`src/hw/spi_buf_pkg.sv`:
```
// constants and carrier types for the serial buffer and flag block
package spi_buf_pkg;
	localparam int          DATA_W      = 8;
	localparam int          CNT_W       = 4;
	localparam logic [3:0]  ADDR_DATA   = 4'h0;
	localparam logic [3:0]  ADDR_STATUS = 4'h4;
	localparam logic [3:0]  ADDR_CTRL   = 4'h8;
	localparam int          ST_OVR      = 0;
	localparam int          ST_TXE      = 1;
	localparam int          ST_RXF      = 2;
	localparam logic [31:0] RD_ZERO     = 32'h0000_0000;

	// software controls of the unit
	typedef struct packed {
		logic receive_full_irq_enable;
		logic transmit_empty_irq_enable;
		logic transmit_only_select;
		logic unit_enable_bit;
	} ctrl_s;

	localparam ctrl_s CTRL_RST = '0;

	// status as software sees it
	typedef struct packed {
		logic receive_full_flag;
		logic transmit_empty_flag;
		logic overrun_flag;
	} status_s;
endpackage

```
`src/hw/spi_buffer_flag_control.sv`:
```
// transmit buffer, shift register and receive buffer handoff with flags
`timescale 1ns/1ps
`default_nettype none

// Function
// - full duplex end: copy, set receive full, irq
// - end with receive buffer full: overrun, discard
// - transmit only: no copy, flags stay zero
// - write when transmit empty: store, clear flag
// - buffer to empty shift register, set flag, irq
// - busy shift register keeps new word buffered
// - transfer end empties shift register, reload
// - overrun still empties shift register at end
// - data read returns receive buffer, clears flag
// - write while transmit buffer full is lost
// - transmit irq gated by its enable
// - disabled unit with enable set raises irq
// - receive irq gated by its enable
// - flags show buffer states, irqs feed pending
// - overrun clears by status read then write zero
// - overrun blocks copy and receive irq
module spi_buffer_flag_control #(
	parameter int DATA_W = spi_buf_pkg::DATA_W
) (
	input  wire logic        clk_i,
	input  wire logic        rst_i,
	input  wire logic        wb_cyc_i,
	input  wire logic        wb_stb_i,
	input  wire logic        wb_we_i,
	input  wire logic [3:0]  wb_adr_i,
	input  wire logic [3:0]  wb_sel_i,
	input  wire logic [31:0] wb_dat_i,
	output logic [31:0]      wb_dat_o,
	output logic             wb_ack_o,
	input  wire logic        serial_clock_pin_i,
	input  wire logic        serial_select_n_i,
	input  wire logic        serial_data_in_i,
	output logic             serial_data_out_o,
	output logic             transmit_empty_irq_o,
	output logic             receive_full_irq_o
);
	spi_buf_pkg::ctrl_s   ctrl_r;
	spi_buf_pkg::status_s status_c;
	logic [DATA_W-1:0] tx_buf_r;
	logic [DATA_W-1:0] shift_r;
	logic [DATA_W-1:0] rx_buf_r;
	logic [DATA_W-1:0] shift_in;
	logic [spi_buf_pkg::CNT_W-1:0] bit_cnt_r;
	logic [2:0] sclk_sync_r;
	logic [1:0] sel_sync_r;
	logic [1:0] din_sync_r;
	logic tx_full_r;
	logic shift_full_r;
	logic rx_full_r;
	logic ovr_r;
	logic ovr_seen_r;
	logic ack_r;
	logic access;
	logic wr_data;
	logic rd_data;
	logic rd_status;
	logic wr_status;
	logic wr_ctrl;
	logic sclk_rise;
	logic active;
	logic done;
	logic load;
	logic rx_copy;

	// wishbone decode, effects taken on the request edge, ack next cycle
	assign access    = wb_cyc_i && wb_stb_i && !ack_r;
	assign wr_data   = access && wb_we_i && (wb_adr_i == spi_buf_pkg::ADDR_DATA)
		&& wb_sel_i[0];
	assign rd_data   = access && !wb_we_i && (wb_adr_i == spi_buf_pkg::ADDR_DATA);
	assign rd_status = access && !wb_we_i
		&& (wb_adr_i == spi_buf_pkg::ADDR_STATUS);
	assign wr_status = access && wb_we_i
		&& (wb_adr_i == spi_buf_pkg::ADDR_STATUS) && wb_sel_i[0];
	assign wr_ctrl   = access && wb_we_i && (wb_adr_i == spi_buf_pkg::ADDR_CTRL)
		&& wb_sel_i[0];
	assign wb_ack_o  = ack_r;

	// flags exactly as software reads them
	assign status_c.receive_full_flag   = rx_full_r;
	assign status_c.transmit_empty_flag = !tx_full_r;
	assign status_c.overrun_flag        = ovr_r;

	// link pins pass two flops before use; third stage only for edges
	always_ff @(posedge clk_i)
	begin
		if (rst_i)
		begin
			sclk_sync_r <= '0;
			sel_sync_r  <= '1;
			din_sync_r  <= '0;
		end
		else
		begin
			sclk_sync_r <= {sclk_sync_r[1:0], serial_clock_pin_i};
			sel_sync_r  <= {sel_sync_r[0], serial_select_n_i};
			din_sync_r  <= {din_sync_r[0], serial_data_in_i};
		end
	end

	assign sclk_rise = sclk_sync_r[1] && !sclk_sync_r[2];
	assign active    = !sel_sync_r[1] && ctrl_r.unit_enable_bit;
	assign shift_in  = {shift_r[DATA_W-2:0], din_sync_r[1]};
	// a word ends on its last synced rising edge
	assign done      = active && sclk_rise
		&& (bit_cnt_r == spi_buf_pkg::CNT_W'(DATA_W - 1));
	// reload only between words, so a word in flight is never replaced
	assign load      = tx_full_r && !shift_full_r && (bit_cnt_r == '0)
		&& !(active && sclk_rise);
	// overrun or transmit-only leaves the receive side untouched
	assign rx_copy   = done && !ctrl_r.transmit_only_select
		&& !rx_full_r && !ovr_r;

	// bus acknowledge and registered read data
	always_ff @(posedge clk_i)
	begin
		if (rst_i)
		begin
			ack_r    <= 1'b0;
			wb_dat_o <= spi_buf_pkg::RD_ZERO;
		end
		else
		begin
			ack_r <= access;
			if (rd_data)
				wb_dat_o <= 32'(rx_buf_r);
			else if (rd_status)
				wb_dat_o <= 32'(status_c);
			else if (access && !wb_we_i
				&& wb_adr_i == spi_buf_pkg::ADDR_CTRL)
				wb_dat_o <= 32'(ctrl_r);
			else
				wb_dat_o <= spi_buf_pkg::RD_ZERO;
		end
	end

	// control register
	always_ff @(posedge clk_i)
	begin
		if (rst_i)
			ctrl_r <= spi_buf_pkg::CTRL_RST;
		else if (wr_ctrl)
			ctrl_r <= spi_buf_pkg::ctrl_s'(wb_dat_i[3:0]);
	end

	// transmit buffer; a write while full is dropped
	always_ff @(posedge clk_i)
	begin
		if (rst_i)
		begin
			tx_buf_r  <= '0;
			tx_full_r <= 1'b0;
		end
		else if (load)
			tx_full_r <= 1'b0;
		// a write racing a load still sees a full buffer and is lost
		else if (wr_data && !tx_full_r)
		begin
			tx_buf_r  <= wb_dat_i[DATA_W-1:0];
			tx_full_r <= 1'b1;
		end
	end

	// shift register and bit counter; msb goes out first
	always_ff @(posedge clk_i)
	begin
		if (rst_i)
		begin
			shift_r      <= '0;
			shift_full_r <= 1'b0;
			bit_cnt_r    <= '0;
		end
		// idle link: counter parked, reload allowed
		else if (!active)
		begin
			bit_cnt_r <= '0;
			if (load)
			begin
				shift_r      <= tx_buf_r;
				shift_full_r <= 1'b1;
			end
		end
		else if (sclk_rise)
		begin
			// an unloaded word resends what was last shifted in
			shift_r <= shift_in;
			if (done)
			begin
				bit_cnt_r    <= '0;
				shift_full_r <= 1'b0;
			end
			else
				bit_cnt_r <= bit_cnt_r + 1'b1;
		end
		else if (load)
		begin
			shift_r      <= tx_buf_r;
			shift_full_r <= 1'b1;
		end
	end

	// msb straight from the flop, no extra output stage
	assign serial_data_out_o = shift_r[DATA_W-1];

	// receive buffer; a new word sets the flag even against a read
	always_ff @(posedge clk_i)
	begin
		if (rst_i)
		begin
			rx_buf_r  <= '0;
			rx_full_r <= 1'b0;
		end
		else if (rx_copy)
		begin
			rx_buf_r  <= shift_in;
			rx_full_r <= 1'b1;
		end
		else if (rd_data)
			rx_full_r <= 1'b0;
	end

	// overrun: set wins, clear needs a status read seen with flag set
	always_ff @(posedge clk_i)
	begin
		if (rst_i)
		begin
			ovr_r      <= 1'b0;
			ovr_seen_r <= 1'b0;
		end
		else
		begin
			if (done && !ctrl_r.transmit_only_select && rx_full_r)
				ovr_r <= 1'b1;
			else if (wr_status && ovr_seen_r && !wb_dat_i[spi_buf_pkg::ST_OVR])
				ovr_r <= 1'b0;
			// the read must be seen with the flag already set
			if (rd_status && ovr_r)
				ovr_seen_r <= 1'b1;
			else if (!ovr_r)
				ovr_seen_r <= 1'b0;
		end
	end

	// interrupt requests, one-cycle pulses except the disabled-unit level
	always_ff @(posedge clk_i)
	begin
		if (rst_i)
		begin
			transmit_empty_irq_o <= 1'b0;
			receive_full_irq_o   <= 1'b0;
		end
		else
		begin
			transmit_empty_irq_o <= ctrl_r.transmit_empty_irq_enable
				&& (load || !ctrl_r.unit_enable_bit);
			receive_full_irq_o <= ctrl_r.receive_full_irq_enable
				&& rx_copy;
		end
	end
endmodule

`default_nettype wire

```
`config.mk`:
```
export PLATFORM = sky130hd
export DESIGN_NAME = spi_buffer_flag_control
export DESIGN_NICKNAME = d
export VERILOG_FILES = /design/src/hw/spi_buf_pkg.sv /design/src/hw/spi_buffer_flag_control.sv
export SDC_FILE = /design/constraint.sdc
export NUM_CORES = 1
export LEC_CHECK = 0
export ABC_AREA = 0
export BUFFER_PORTS_ARGS = -buffer_cell sky130_fd_sc_hd__buf_2
export CORE_AREA = 2 2 74 76
export DETAILED_ROUTE_END_ITERATION = 16
export DIE_AREA = 0 0 76 78
export PLACE_DENSITY = 0.76
export SLEW_MARGIN = 20
export SYNTH_ARGS = -nofsm -noshare
export SYNTH_HDL_FRONTEND = slang
export SYNTH_SLANG_ARGS = --single-unit
```
`constraint.sdc`:
```
create_clock -name clk_i -period 2.4 [get_ports clk_i]
set_clock_uncertainty 0.15 [all_clocks]
set_input_delay 0.36 -clock clk_i [delete_from_list [all_inputs] [get_ports clk_i]]
set_output_delay 0.36 -clock clk_i [all_outputs]
set_load 0.02 [all_outputs]
```
# After elaboration in Yosys (flattened, before gate mapping)
# Index checks and enable logic that the tools add are counted.
[classes]
addsub = 1
n_mul = 0
div = 0
magnitude_cmp = 0
eq_ne = 5
shift = 0
mux = 17
bitwise_logic = 2
n_reduce_logical = 51
[ops]
columns = ["cell", "n"]
rows = [
  ["$mux W8", 4],
  ["$logic_and A1 B1 Y1", 30],
  ["$logic_not A1 Y1", 12],
  ["$mux W4", 3],
  ["$mux W1", 10],
  ["$eq A4 B3 Y1 const B", 2],
  ["$logic_not A4 Y1", 2],
  ["$add A4 B1 Y4 const B", 1],
  ["$eq A4 B4 Y1 const B", 1],
  ["$reduce_bool A2 Y1", 2],
  ["$reduce_or A2 Y1", 2],
  ["$ne A3 B2 Y1 const B", 1],
  ["$reduce_or A3 Y1", 1],
  ["$ne A2 B1 Y1 const B", 1],
  ["$not A1 Y1", 2],
  ["$reduce_and A2 Y1", 1],
  ["$logic_or A1 B1 Y1", 1],
]
[totals]
regBits = 79
latch_bits = 0
ramBits = 0
rom_bits = 0
inputBits = 48
out_inout_bits = 36
word_cells = 97
mem_count = 0

# Depth between registers and ports, before layout
# Gate-level depths: netlist of the first run.
[depth]
ltp_word = 9
ltp_mapped = 7
depth_no_buf = 5

# Least setup slack after synthesis of the first run
# OpenSTA, ideal clock, no wires.
[synth_timing]
kind = "input -> register"
startpoint = "input wb_adr_i[3]"
endpoint = "register tx_buf_r[0]"
setup_ns = 0.119
arrival_ns = 1.563
required_time_ns = 2.131
slack_ns = 0.567
cell_stages = 5
n_path_buf = 2
path_cell_list = "buf_6 -> or4_4 -> or4_1 -> buf_2 -> mux2i_1"
[synth_between]
elab_chain_len = 5
[synth_rtl]
columns = ["element", "line_no", "source"]
rows = [
  ["start, declared", "spi_buffer_flag_control.sv:30", "input wire logic [3:0] wb_adr_i,"],
  ["$logic_not A4 Y1", "spi_buffer_flag_control.sv:72", "assign wr_data = access && wb_we_i && (wb_adr_i == spi_buf_pkg::ADDR_DATA)"],
  ["$logic_and A1 B1 Y1", "spi_buffer_flag_control.sv:72", ""],
  ["$logic_and A1 B1 Y1", "spi_buffer_flag_control.sv:73", "&& wb_sel_i[0];"],
  ["$logic_and A1 B1 Y1", "spi_buffer_flag_control.sv:161", "else if (wr_data && !tx_full_r)"],
  ["$reduce_and A2 Y1 (no line)", "n/a", ""],
  ["end signal, assigned", "spi_buffer_flag_control.sv:163", "tx_buf_r <= wb_dat_i[DATA_W-1:0];"],
  ["end, declared", "spi_buffer_flag_control.sv:44", "logic [DATA_W-1:0] tx_buf_r;"],
]
# No other way between the ends.
# A chain may end at the register's enable or synchronous reset.

# Worst setup path after layout of the first run
[layout_timing]
startpoint = "register sclk_sync_r[1]"
endpoint = "register shift_r[6]"
[layout_between]
elab_chain_len = 7
[layout_rtl]
columns = ["element", "line_no", "source"]
rows = [
  ["start, declared", "spi_buffer_flag_control.sv:49", "logic [2:0] sclk_sync_r;"],
  ["start signal, assigned", "spi_buffer_flag_control.sv:99", "sclk_sync_r <= {sclk_sync_r[1:0], serial_clock_pin_i};"],
  ["$logic_and A1 B1 Y1 *", "spi_buffer_flag_control.sv:105", "assign sclk_rise = sclk_sync_r[1] && !sclk_sync_r[2];"],
  ["$logic_and A1 B1 Y1", "spi_buffer_flag_control.sv:113", "&& !(active && sclk_rise);"],
  ["$logic_not A1 Y1", "spi_buffer_flag_control.sv:113", ""],
  ["$logic_and A1 B1 Y1", "spi_buffer_flag_control.sv:113", ""],
  ["$mux W8", "n/a", ""],
  ["$mux W8", "spi_buffer_flag_control.sv:187", "else if (sclk_rise)"],
  ["$mux W8 *", "spi_buffer_flag_control.sv:178", "else if (!active)"],
  ["end signal, assigned", "spi_buffer_flag_control.sv:183", "shift_r <= tx_buf_r;"],
  ["end signal, assigned", "spi_buffer_flag_control.sv:190", "shift_r <= shift_in;"],
  ["end signal, assigned", "spi_buffer_flag_control.sv:201", "shift_r <= tx_buf_r;"],
  ["end, declared", "spi_buffer_flag_control.sv:45", "logic [DATA_W-1:0] shift_r;"],
]
# Every way passes the cells marked *; elsewhere a longest branch is shown, timed or not.

==> results of run 1 <==
routing by layer:
metal	wire length (um)	vias to the layer above
li1	-	954
met1	2151	877
met2	2188	74
met3	325	7
met4	79	0
met5	0	-
where the power goes:
| group | internal (mW) | switching [mW] | leakage (nW) |
|---|---|---|---|
| registers | 0.919 | 0.00431 | 0.444 |
| logic | 0.0306 | 0.0728 | 0.598 |
| clock network | 0.264 | 0.283 | 0.0515 |
kinds of logic (layout without fill, tap and decap cells):
| kind of cell | after synthesis | in the layout | synth area share, % |
|---|---|---|---|
| multiplexers | 17 | 17 | 7.025 |
| AO/OA/AOI/OAI | 47 | 47 | 12.66 |
| adder cells (fa/ha/maj) | 2 | 2 | 1.033 |
| flip-flops | 55 | 55 | 45.45 |
| XOR/XNOR | 1 | 1 | 0.3616 |
| other | 1 | 24 | 0.1548 |
| AND/OR/NAND/NOR | 94 | 94 | 22.21 |
| buffers and inverters | 45 | 54 | 11.11 |
worst min path at each step:
stage	start	endpoint	slack, ns	cells after the start
3_3_place_gp	sel_sync_r[0]	sel_sync_r[1]	0.25	1
3_5_place_dp	sel_sync_r[0]	sel_sync_r[1]	0.25	1
5_1_grt	serial_select_n_i	sel_sync_r[0]	0.09	2
4_1_cts	serial_select_n_i	sel_sync_r[0]	0.08	2
6_report	serial_select_n_i	sel_sync_r[0]	0.08	2
2_1_floorplan	sel_sync_r[0]	sel_sync_r[1]	0.24	1
cell usage in the layout, fill, tap and decap left out, drive strengths merged, types with 4 or more instances in the layout:
cell type / Yosys / routed
a211oi: 8 / 8
a21oi: 13 / 13
and2: 4 / 4
buf: 29 / 42
clkbuf: 12 / 8
conb: 1 / 24
dfxtp: 55 / 55
inv: 4 / 4
mux2i: 17 / 17
nand2: 22 / 22
nand3b: 4 / 4
nand4: 8 / 8
nor2: 15 / 15
nor2b: 5 / 5
nor4: 11 / 11
o21ai: 10 / 10
o31ai: 9 / 9
or3: 6 / 6
registers in the layout, summed over array words and instances, names as in the netlist:
signal and count:
rx_buf_r 8, ovr_seen_r 1, wb_dat_o 8, shift_full_r 1, sclk_sync_r 3, rx_full_r 1
sel_sync_r 2, transmit_empty_irq_o 1, din_sync_r 2, ctrl_r 4, shift_r 8, ovr_r 1
tx_full_r 1, bit_cnt_r 4, wb_ack_o 1, tx_buf_r 8, receive_full_irq_o 1
stage by stage:
stage               utilization [%]  hold slack [ns]  instances  power (mW)  worst slack [ns]
CTS                           53.40          0.07509        364       1.587            0.6184
detailed placement            51.41           0.2460        356       1.046            0.3243
finish                        53.40          0.07927        364       1.573            0.6150
floorplan                         -           0.2395        285       1.046            0.5673
global route                  53.40          0.08662        364       1.634            0.4828
global placement              51.41           0.2470        356       1.045            0.3445
layout make-up:
| type | count | area (um2) |
|---|---|---|
| Inverter | 4 | 15.01 |
| Timing Repair Buffer | 42 | 235.2 |
| Sequential cell | 55 | 1101 |
| Clock buffer | 8 | 100.1 |
| Tap cell | 70 | 87.58 |
| Multi-Input combinational cell | 185 | 1154 |
| Fill cell | 481 | 2350 |
synthesized netlist by cell type:
master | n | area share [%]
buf_2 | 2 | 0.41
or3_1 | 6 | 1.5
dfxtp_1 | 55 | 45
nand4b_1 | 1 | 0.36
ha_1 | 2 | 1.0
a21oi_1 | 13 | 2.7
inv_1 | 4 | 0.62
or4_4 | 1 | 0.46
or4b_2 | 1 | 0.41
buf_4 | 24 | 7.4
nor2_1 | 15 | 2.3
o21ai_0 | 10 | 2.1
nand3b_1 | 4 | 1.2
nand4bb_1 | 2 | 0.93
or4_1 | 1 | 0.31
o22a_1 | 1 | 0.36
nor4_2 | 2 | 1.0
buf_1 | 2 | 0.31
and3b_1 | 1 | 0.36
a211oi_1 | 8 | 2.5
nor4_1 | 9 | 2.3
nor4bb_1 | 1 | 0.41
nand4_1 | 8 | 2.1
nor3_1 | 3 | 0.62
clkbuf_1 | 12 | 1.9
nor4b_1 | 1 | 0.36
o41ai_1 | 1 | 0.36
xor2_1 | 1 | 0.36
or2_2 | 3 | 0.77
nand3_1 | 2 | 0.41
a221oi_1 | 1 | 0.36
o211a_1 | 2 | 0.83
o31ai_1 | 9 | 2.8
conb_1 | 1 | 0.15
mux2i_1 | 17 | 7.0
nand2_1 | 22 | 3.4
nand2b_1 | 2 | 0.52
and2_1 | 4 | 1.0
nor2b_1 | 5 | 1.3
a2bb2oi_1 | 2 | 0.72
buf_6 | 1 | 0.46
==> out/qor.csv, run 1 <==
metric;value;unit
cts_max_path_buffers;2;
crit_path_end_kind;flop;
maxSlewViolCount;0;
cap_viol_max_count;0;
grt_pass1_vias;1673;
die_area;5928;um2
use_met2;25.62;%
finalInstanceArea;2693;um2
syn_inst;262;
grt_use_total;16.23;%
cp-start-kind;flop;
path_buf_inv;1;
drt-initial-drc-count;181;
yosysSeqAreaShare;45.45;%
dpl_cell_area;2592;um2
gr-total-overflow;0;
placement.io_buffers;32;
core_area;5042;um2
arrival;1.86;ns
dpl.hpwl;3493;um
first_pass_iters;4;
status;complete, no violations;
yosysUniqueCellTypes;41;
vias;1912;
area_delta_synth_final;11.16;%
synth-seq-cells;55;
grt_first_pass_wirelength;7755;um
r2r_setup_slack;0.62;ns
crit_family;simple AND/OR/NAND/NOR gates;
die_y;78;um
std_cell_rows;26;
wire_per_inst;13.04;um
reg2reg_depth;4;
setup_viol;0;
drive_gt1_share;19.39;%
cts.sinks;55;
timing_hold_violations_final;0;
power.density;584.4;nW/um2
n_antenna_cell;0;
yosys_warnings;0;
die_width;76;um
p_leak;1.094;nW
fmax;0.5602;GHz
htreeDepth;2;
antenna_found_initial;0;
r2r-start;sclk_sync_r[1];
worstSkewPairLatency;0.30;ns
use_met1;21.87;%
hold_buffers;0;
cp_slowest_cell;nor4bb_4;
startpoint;sclk_sync_r[1];
path_max_fanout;10;
remaining_drc_errors;0;
rsz0062_at_grt;no;
num_io_pins;84;
maxSlewHeadroom;58.18;%
met3_usage;2.674;%
period_share;74.37;%
post_cts_buffers;0;
crit_end;shift_r[6];
syn_area_per_cell;9.246;um2
r2r_end;shift_r[6];
cts_resized;0;
fin_crit;1.785;ns
path_cells;nor4bb_4 > buf_4 > nor4_1 > a211oi_1;
syn_area;2422;um2
route.final.wire_length;4745;um
cts_made_buffers;5;
setup_tns;0;ns
clkSlewWorstSetupHoldPaths;0.09;ns
drt.antenna.violating_nets;0;
tightest_slew;0.6221;ns
crit_type;reg -> reg;
via_per_inst;5.253;
cts-root-buf;clkbuf_8;
critPathMaxStageDelay;0.59;ns
vdd_drop_max;0.3251;mV
cts_tree;built;
grt_max_degree;22;
top_usage_layer;met2;
required;2.48;ns
place.gp.congestion;0.8052;
hold_class;in -> reg;
crit_cells;4;
start_util;48.04;%
fin_nets;343;
No activity file was read; power rests on OpenSTA's default activity.
==> run 2, diff against run 1 <==
==> constraint.sdc (replaced) <==
create_clock -name clk_i -period 1.8 [get_ports clk_i]
set_clock_uncertainty 0.15 [all_clocks]
set_input_delay 0.27 -clock clk_i [delete_from_list [all_inputs] [get_ports clk_i]]
set_output_delay 0.27 -clock clk_i [all_outputs]
set_load 0.02 [all_outputs]
==> run 2 against run 1 <==
Against the previous run: sequential power is 33% higher; wire length grew 3.6%; global-route usage is 0.95 points higher; combinational power up 48%; critical path type is now in -> reg; largest cell class unchanged.
==> out/qor.csv, run 2 (synthesis gave the netlist of run 1 again) <==
metric;value;unit;change
multi_input_area;1154;um2;unchanged
cp-start-kind;primary input;;
grt_use_total;17.17;%;+0.95 points
wl_met3;263;um;-19%
finalPower;2.153;mW;+37%
core_area;5042;um2;unchanged
power.density;768.3;nW/um2;+31%
worstSkewPairLatency;0.30;ns;about the same
hold_class;in -> reg;;
drt-initial-drc-count;108;;-40%
cts_max_path_buffers;2;;unchanged
path_cells;buf_2 > or4_4 > or4_1 > mux2i_1;;
place.gp.congestion;0.8245;;+2.4%
cap_viol_max_count;0;;unchanged
crit_cells;4;;unchanged
cts-root-buf;clkbuf_8;;
final_common_cell;dfxtp_1;;
met2WireLength;2344;um;+7.1%
period_share;92.38;%;
arrival;1.73;ns;-0.13 ns
rsz0062_at_grt;no;;
status;complete, no violations;;
p_leak;1.161;nW;+6.2%
hold_depth;2;;unchanged
cts_made_buffers;5;;unchanged
via_per_inst;5.175;;-1.5%
crit_type;in -> reg;;
start_util;48.04;%;unchanged
area_delta_synth_final;15.70;%;
drt.antenna.violating_nets;0;;unchanged
die_width;76;um;unchanged
dpl.hpwl;3684;um;+5.5%
first_pass_iters;4;;unchanged
path_buf_inv;1;;unchanged
regArea;1101;um2;unchanged
reg2reg_depth;3;;-1
grt_pass1_vias;1795;;+7.3%
required;1.87;ns;-0.61 ns
met1Wirelength;2164;um;+0.60%
vias;1951;;+2.0%
cp_slowest_cell;or4_1;;
grt_first_pass_wirelength;8197;um;+5.7%
num_io_pins;84;;unchanged
path_max_fanout;4;;-6
antenna_found_initial;0;;unchanged
wire_per_inst;13.03;um;about the same
fin_crit;1.663;ns;
cts.sinks;55;;unchanged
vdd_drop_max;0.5372;mV;+65%
route.final.wire_length;4914;um;+3.6%
cts_tree;built;;
die_y;78;um;unchanged
setup_viol;0;;unchanged
grt_max_degree;19;;-14%
std_cell_rows;26;;unchanged
critPathMaxStageDelay;0.57;ns;-0.02 ns
fmax;0.6014;GHz;
drive_gt1_share;22.48;%;+3.1 points
fillers;449;;-6.7%
remaining_drc_errors;0;;unchanged
timing_hold_violations_final;0;;unchanged
n_antenna_cell;0;;unchanged
crit_path_end_kind;flop;;
maxSlewViolCount;0;;unchanged
die_area;5928;um2;unchanged
htreeDepth;2;;unchanged
placement.io_buffers;32;;unchanged
fin_nets;357;;+4.1%
whs;0.02521;ns;-0.05406 ns
clkSlewWorstSetupHoldPaths;0.08;ns;about the same
final_cell_mix;55 x dfxtp_1, 32 x buf_2, 24 x conb_1;;
highest_layer;met4;;
crit_family;simple AND/OR/NAND/NOR gates;;
gr-total-overflow;0;;unchanged
## run 2: worst paths after layout
path	from	to	slack [ns]
worst max-delay path	wb_adr_i[1]	tx_buf_r[2]	0.14
worst min-delay path	serial_clock_pin_i	sclk_sync_r[0]	0.03
worst max register to register	wb_ack_o	tx_buf_r[2]	0.17
worst min register to register	sel_sync_r[0]	sel_sync_r[1]	0.27
## run 2: metal layers
layer	global-route usage, %	vias up
met5	0	-
met4	8.364	0
met3	3.953	12
met2	26.88	67
met1	22.45	896
li1	-	976
## run 2: timing repair
| item | CTS | global route |
|---|---|---|
| gates resized for setup | 0 | 0 |
| hold endpoints to repair | 1 | 0 |
| hold buffers | 1 | 0 |
| setup buffers | 0 | 0 |
## run 2: area by class of cell
cell class | count | area share [%]
Tap cell | 70 | 3.125
Inverter | 4 | 0.5357
Clock buffer | 6 | 2.589
Timing Repair Buffer | 56 | 12.23
Sequential cell | 55 | 39.29
Multi-Input combinational cell | 185 | 41.16
Clock inverter | 1 | 1.071
## run 2: metrics by stage
stage               util (%)  cells  TNS (ns)  worst slack, ns  instance area (um2)
global placement       53.35    369   -0.7836          -0.1347                 2690
CTS                    55.58    377         0           0.1372                 2803
finish                 55.58    377         0           0.1372                 2803
global route           55.58    377         0          0.02503                 2803
detailed placement     53.35    369   -0.8227          -0.1488                 2690
floorplan                  -    285         0          0.05728                 2509
## run 2: report_power, final
part           switching, mW  internal, mW
logic                 0.0986        0.0533
registers            0.00594          1.22
clock network          0.363         0.408
total                  0.467          1.69
==> run 3, diff against run 2 <==
--- a/config.mk
+++ b/config.mk
@@ -10,8 +10,9 @@
 export CORE_AREA = 2 2 74 76
 export DETAILED_ROUTE_END_ITERATION = 16
 export DIE_AREA = 0 0 76 78
-export PLACE_DENSITY = 0.76
+export PLACE_DENSITY = 0.74
 export SLEW_MARGIN = 20
 export SYNTH_ARGS = -nofsm -noshare
 export SYNTH_HDL_FRONTEND = slang
 export SYNTH_SLANG_ARGS = --single-unit
+export TNS_END_PERCENT = 10
==> constraint.sdc (replaced) <==
create_clock -name clk_i -period 1.8 [get_ports clk_i]
set_clock_uncertainty 0.15 [all_clocks]
set_input_delay 0.27 -clock clk_i [delete_from_list [all_inputs] [get_ports clk_i]]
set_output_delay 0.27 -clock clk_i [all_outputs]
set_load 0.05 [all_outputs]
==> run 3 against run 2 <==
Against the previous run: design area increased by 1.5%; non-clock buffer count increased by 1; worst setup slack improved by 0.0046 ns; first-iteration DRC count decreased by 35%; sequential share of layout area decreased by 0.54 points; fmax increased by 0.27%; final cell count increased by 0.53%; sequential power about the same; critical endpoint is now ovr_seen_r.
==> out/qor.csv, run 3 (synthesis gave the netlist of run 1 again) <==
metric;value;unit;change
status;complete, no violations;;
cts_made_buffers;5;;unchanged
grt_first_pass_wirelength;8252;um;+0.67%
power.density;843.1;nW/um2;+9.7%
grt_pass1_vias;1786;;-0.50%
via_per_inst;5.187;;+0.24%
drt-initial-drc-count;70;;-35%
hp-start;serial_clock_pin_i;;
setup_ws;0.1418;ns;+0.004556 ns
drt.antenna.violating_nets;0;;unchanged
timing_hold_violations_final;0;;unchanged
final_cells;379;;+0.53%
vdd_drop_max;0.5146;mV;-4.2%
reg2reg_depth;3;;unchanged
required;1.91;ns;+0.04 ns
die_area;5928;um2;unchanged
multi_input_area;1154;um2;unchanged
die_y;78;um;unchanged
rsz0062_at_grt;no;;
crit_type;in -> reg;;
final_cell_mix;54 x dfxtp_1, 32 x buf_2, 24 x conb_1, 24 x buf_4, 22 x nand2_1;;
hold_depth;2;;unchanged
pre_cts_ws;-0.1428;ns;+0.005955 ns
place.gp.congestion;0.8478;;+2.8%
first_pass_iters;4;;unchanged
htreeDepth;2;;unchanged
fin_nets;358;;+0.28%
cap_viol_max_count;0;;unchanged
route.final.wire_length;4908;um;-0.12%
area_delta_synth_final;17.46;%;
n_antenna_cell;0;;unchanged
power.switching;0.5663;mW;+21%
worstSkewPairLatency;0.31;ns;about the same
dpl.hpwl;3631;um;-1.4%
r2r_end;tx_buf_r[2];;
gr-total-overflow;0;;unchanged
r2r_setup_slack;0.17;ns;about the same
grt_max_degree;19;;unchanged
pwr-share-clk;39.6;%;+3.8 points
remaining_drc_errors;0;;unchanged
r2r-start;wb_ack_o;;
p_seq_share;51.3;%;-5.9 points
regArea;1102;um2;+0.11%
path_max_fanout;3;;-1
std_cell_rows;26;;unchanged
cts.sinks;55;;unchanged
setup_viol;0;;unchanged
p_leak;1.180;nW;+1.6%
cts-root-buf;clkbuf_8;;
fillers;457;;+1.8%
comb_power_share;9.1;%;+2.0 points
wire_per_inst;12.95;um;-0.65%
grt_use_total;17.19;%;about the same
drive_gt1_share;23.62;%;+1.1 points
core_area;5042;um2;unchanged
netSwitchingFraction;23.61;%;+1.9 points
p_int;1.832;mW;+8.7%
cts_resized;0;;unchanged
placement.io_buffers;32;;unchanged
cp-start-kind;primary input;;
cts_tree;built;;
num_io_pins;84;;unchanged
hold_end;sclk_sync_r[0];;
crit_path_end_kind;flop;;
dp.cells;369;;unchanged
fmax;0.6031;GHz;+0.27%
hold_class;in -> reg;;
setup_tns;0;ns;unchanged
fin_crit;1.658;ns;-0.004556 ns
start_util;48.04;%;unchanged
arrival;1.77;ns;+0.04 ns
vias;1966;;+0.77%
die_width;76;um;unchanged
maxSlewViolCount;0;;unchanged
antenna_found_initial;0;;unchanged
period_share;92.12;%;-0.25 points
clkSlewWorstSetupHoldPaths;0.10;ns;+0.02 ns
cts_max_path_buffers;2;;unchanged
final_common_cell;dfxtp_1;;
==> run 3: changes by cell type in the layout (fill, tap and decap cells not counted) <==
cell | before | now
clkinvlp_4 | 0 | 1
dfxtp_1 | 55 | 54
dfxtp_2 | 0 | 1
buf_4 | 23 | 24
clkbuf_1 | 1 | 0
bufinv_16 | 1 | 2
==> run 3: worst max path at each step <==
| stage | to | start | slack, ns |
|---|---|---|---|
| 2_1_floorplan | tx_buf_r[0] | wb_ack_o | 0.02 |
| 5_1_grt | shift_r[7] | bit_cnt_r[1] | 0.01 |
| 6_report | ovr_seen_r | wb_adr_i[1] | 0.14 |
| 4_1_cts | shift_r[3] | sclk_sync_r[1] | 0.07 |
| 3_5_place_dp | tx_buf_r[2] | wb_adr_i[1] | -0.14 |
| 3_3_place_gp | tx_buf_r[1] | wb_adr_i[1] | -0.14 |
==> run 3: routing by layer <==
layer / GRT usage (%) / routed length, um / vias to the layer above
li1: - / - / 979
met1: 21.69 / 2160 / 905
met2: 28.84 / 2356 / 73
met3: 3.488 / 288 / 9
met4: 7.091 / 104 / 0
met5: 0 / 0 / -
==> run 3: final cells by class <==
class                           count  share of cell area, %
Clock buffer                        5                  2.419
Clock inverter                      3                  2.375
Inverter                            4                 0.5277
Multi-Input combinational cell    185                  40.55
Sequential cell                    55                  38.74
Tap cell                           70                  3.078
Timing Repair Buffer               57                  12.31
==> run 3: worst max-delay path: stages <==
cell     delay, ns
buf_2         0.11
buf_4         0.13
or4b_2        0.69
buf_4         0.17
nor3_1        0.21
o211a_1       0.19
==> run 3: stage by stage <==
stage | power, mW | hold WS (ns) | cell area [um2] | utilization [%]
2_1_floorplan | 1.463 | 0.2238 | 2510 | -
3_3_place_gp | 1.473 | 0.2456 | 2691 | 53.37
3_5_place_dp | 1.475 | 0.2452 | 2691 | 53.37
4_1_cts | 2.413 | 0.003344 | 2838 | 56.28
5_1_grt | 2.476 | 0.01092 | 2845 | 56.43
6_report | 2.399 | 0.01209 | 2845 | 56.43
==> run 3: timing repair <==
action,in CTS,in global routing
hold buffers,1,0
hold endpoints to repair,1,0
endpoints found under the setup margin,0,11
buffers inserted,0,1
==> run 3: power by group through the flow <==
stage               combinational [mW]  clock, mW  sequential [mW]
floorplan                        0.202          0             1.26
global placement                 0.214          0             1.26
detailed placement               0.216          0             1.26
CTS                              0.218      0.964             1.23
global route                     0.234       1.01             1.23
finish                           0.219      0.949             1.23
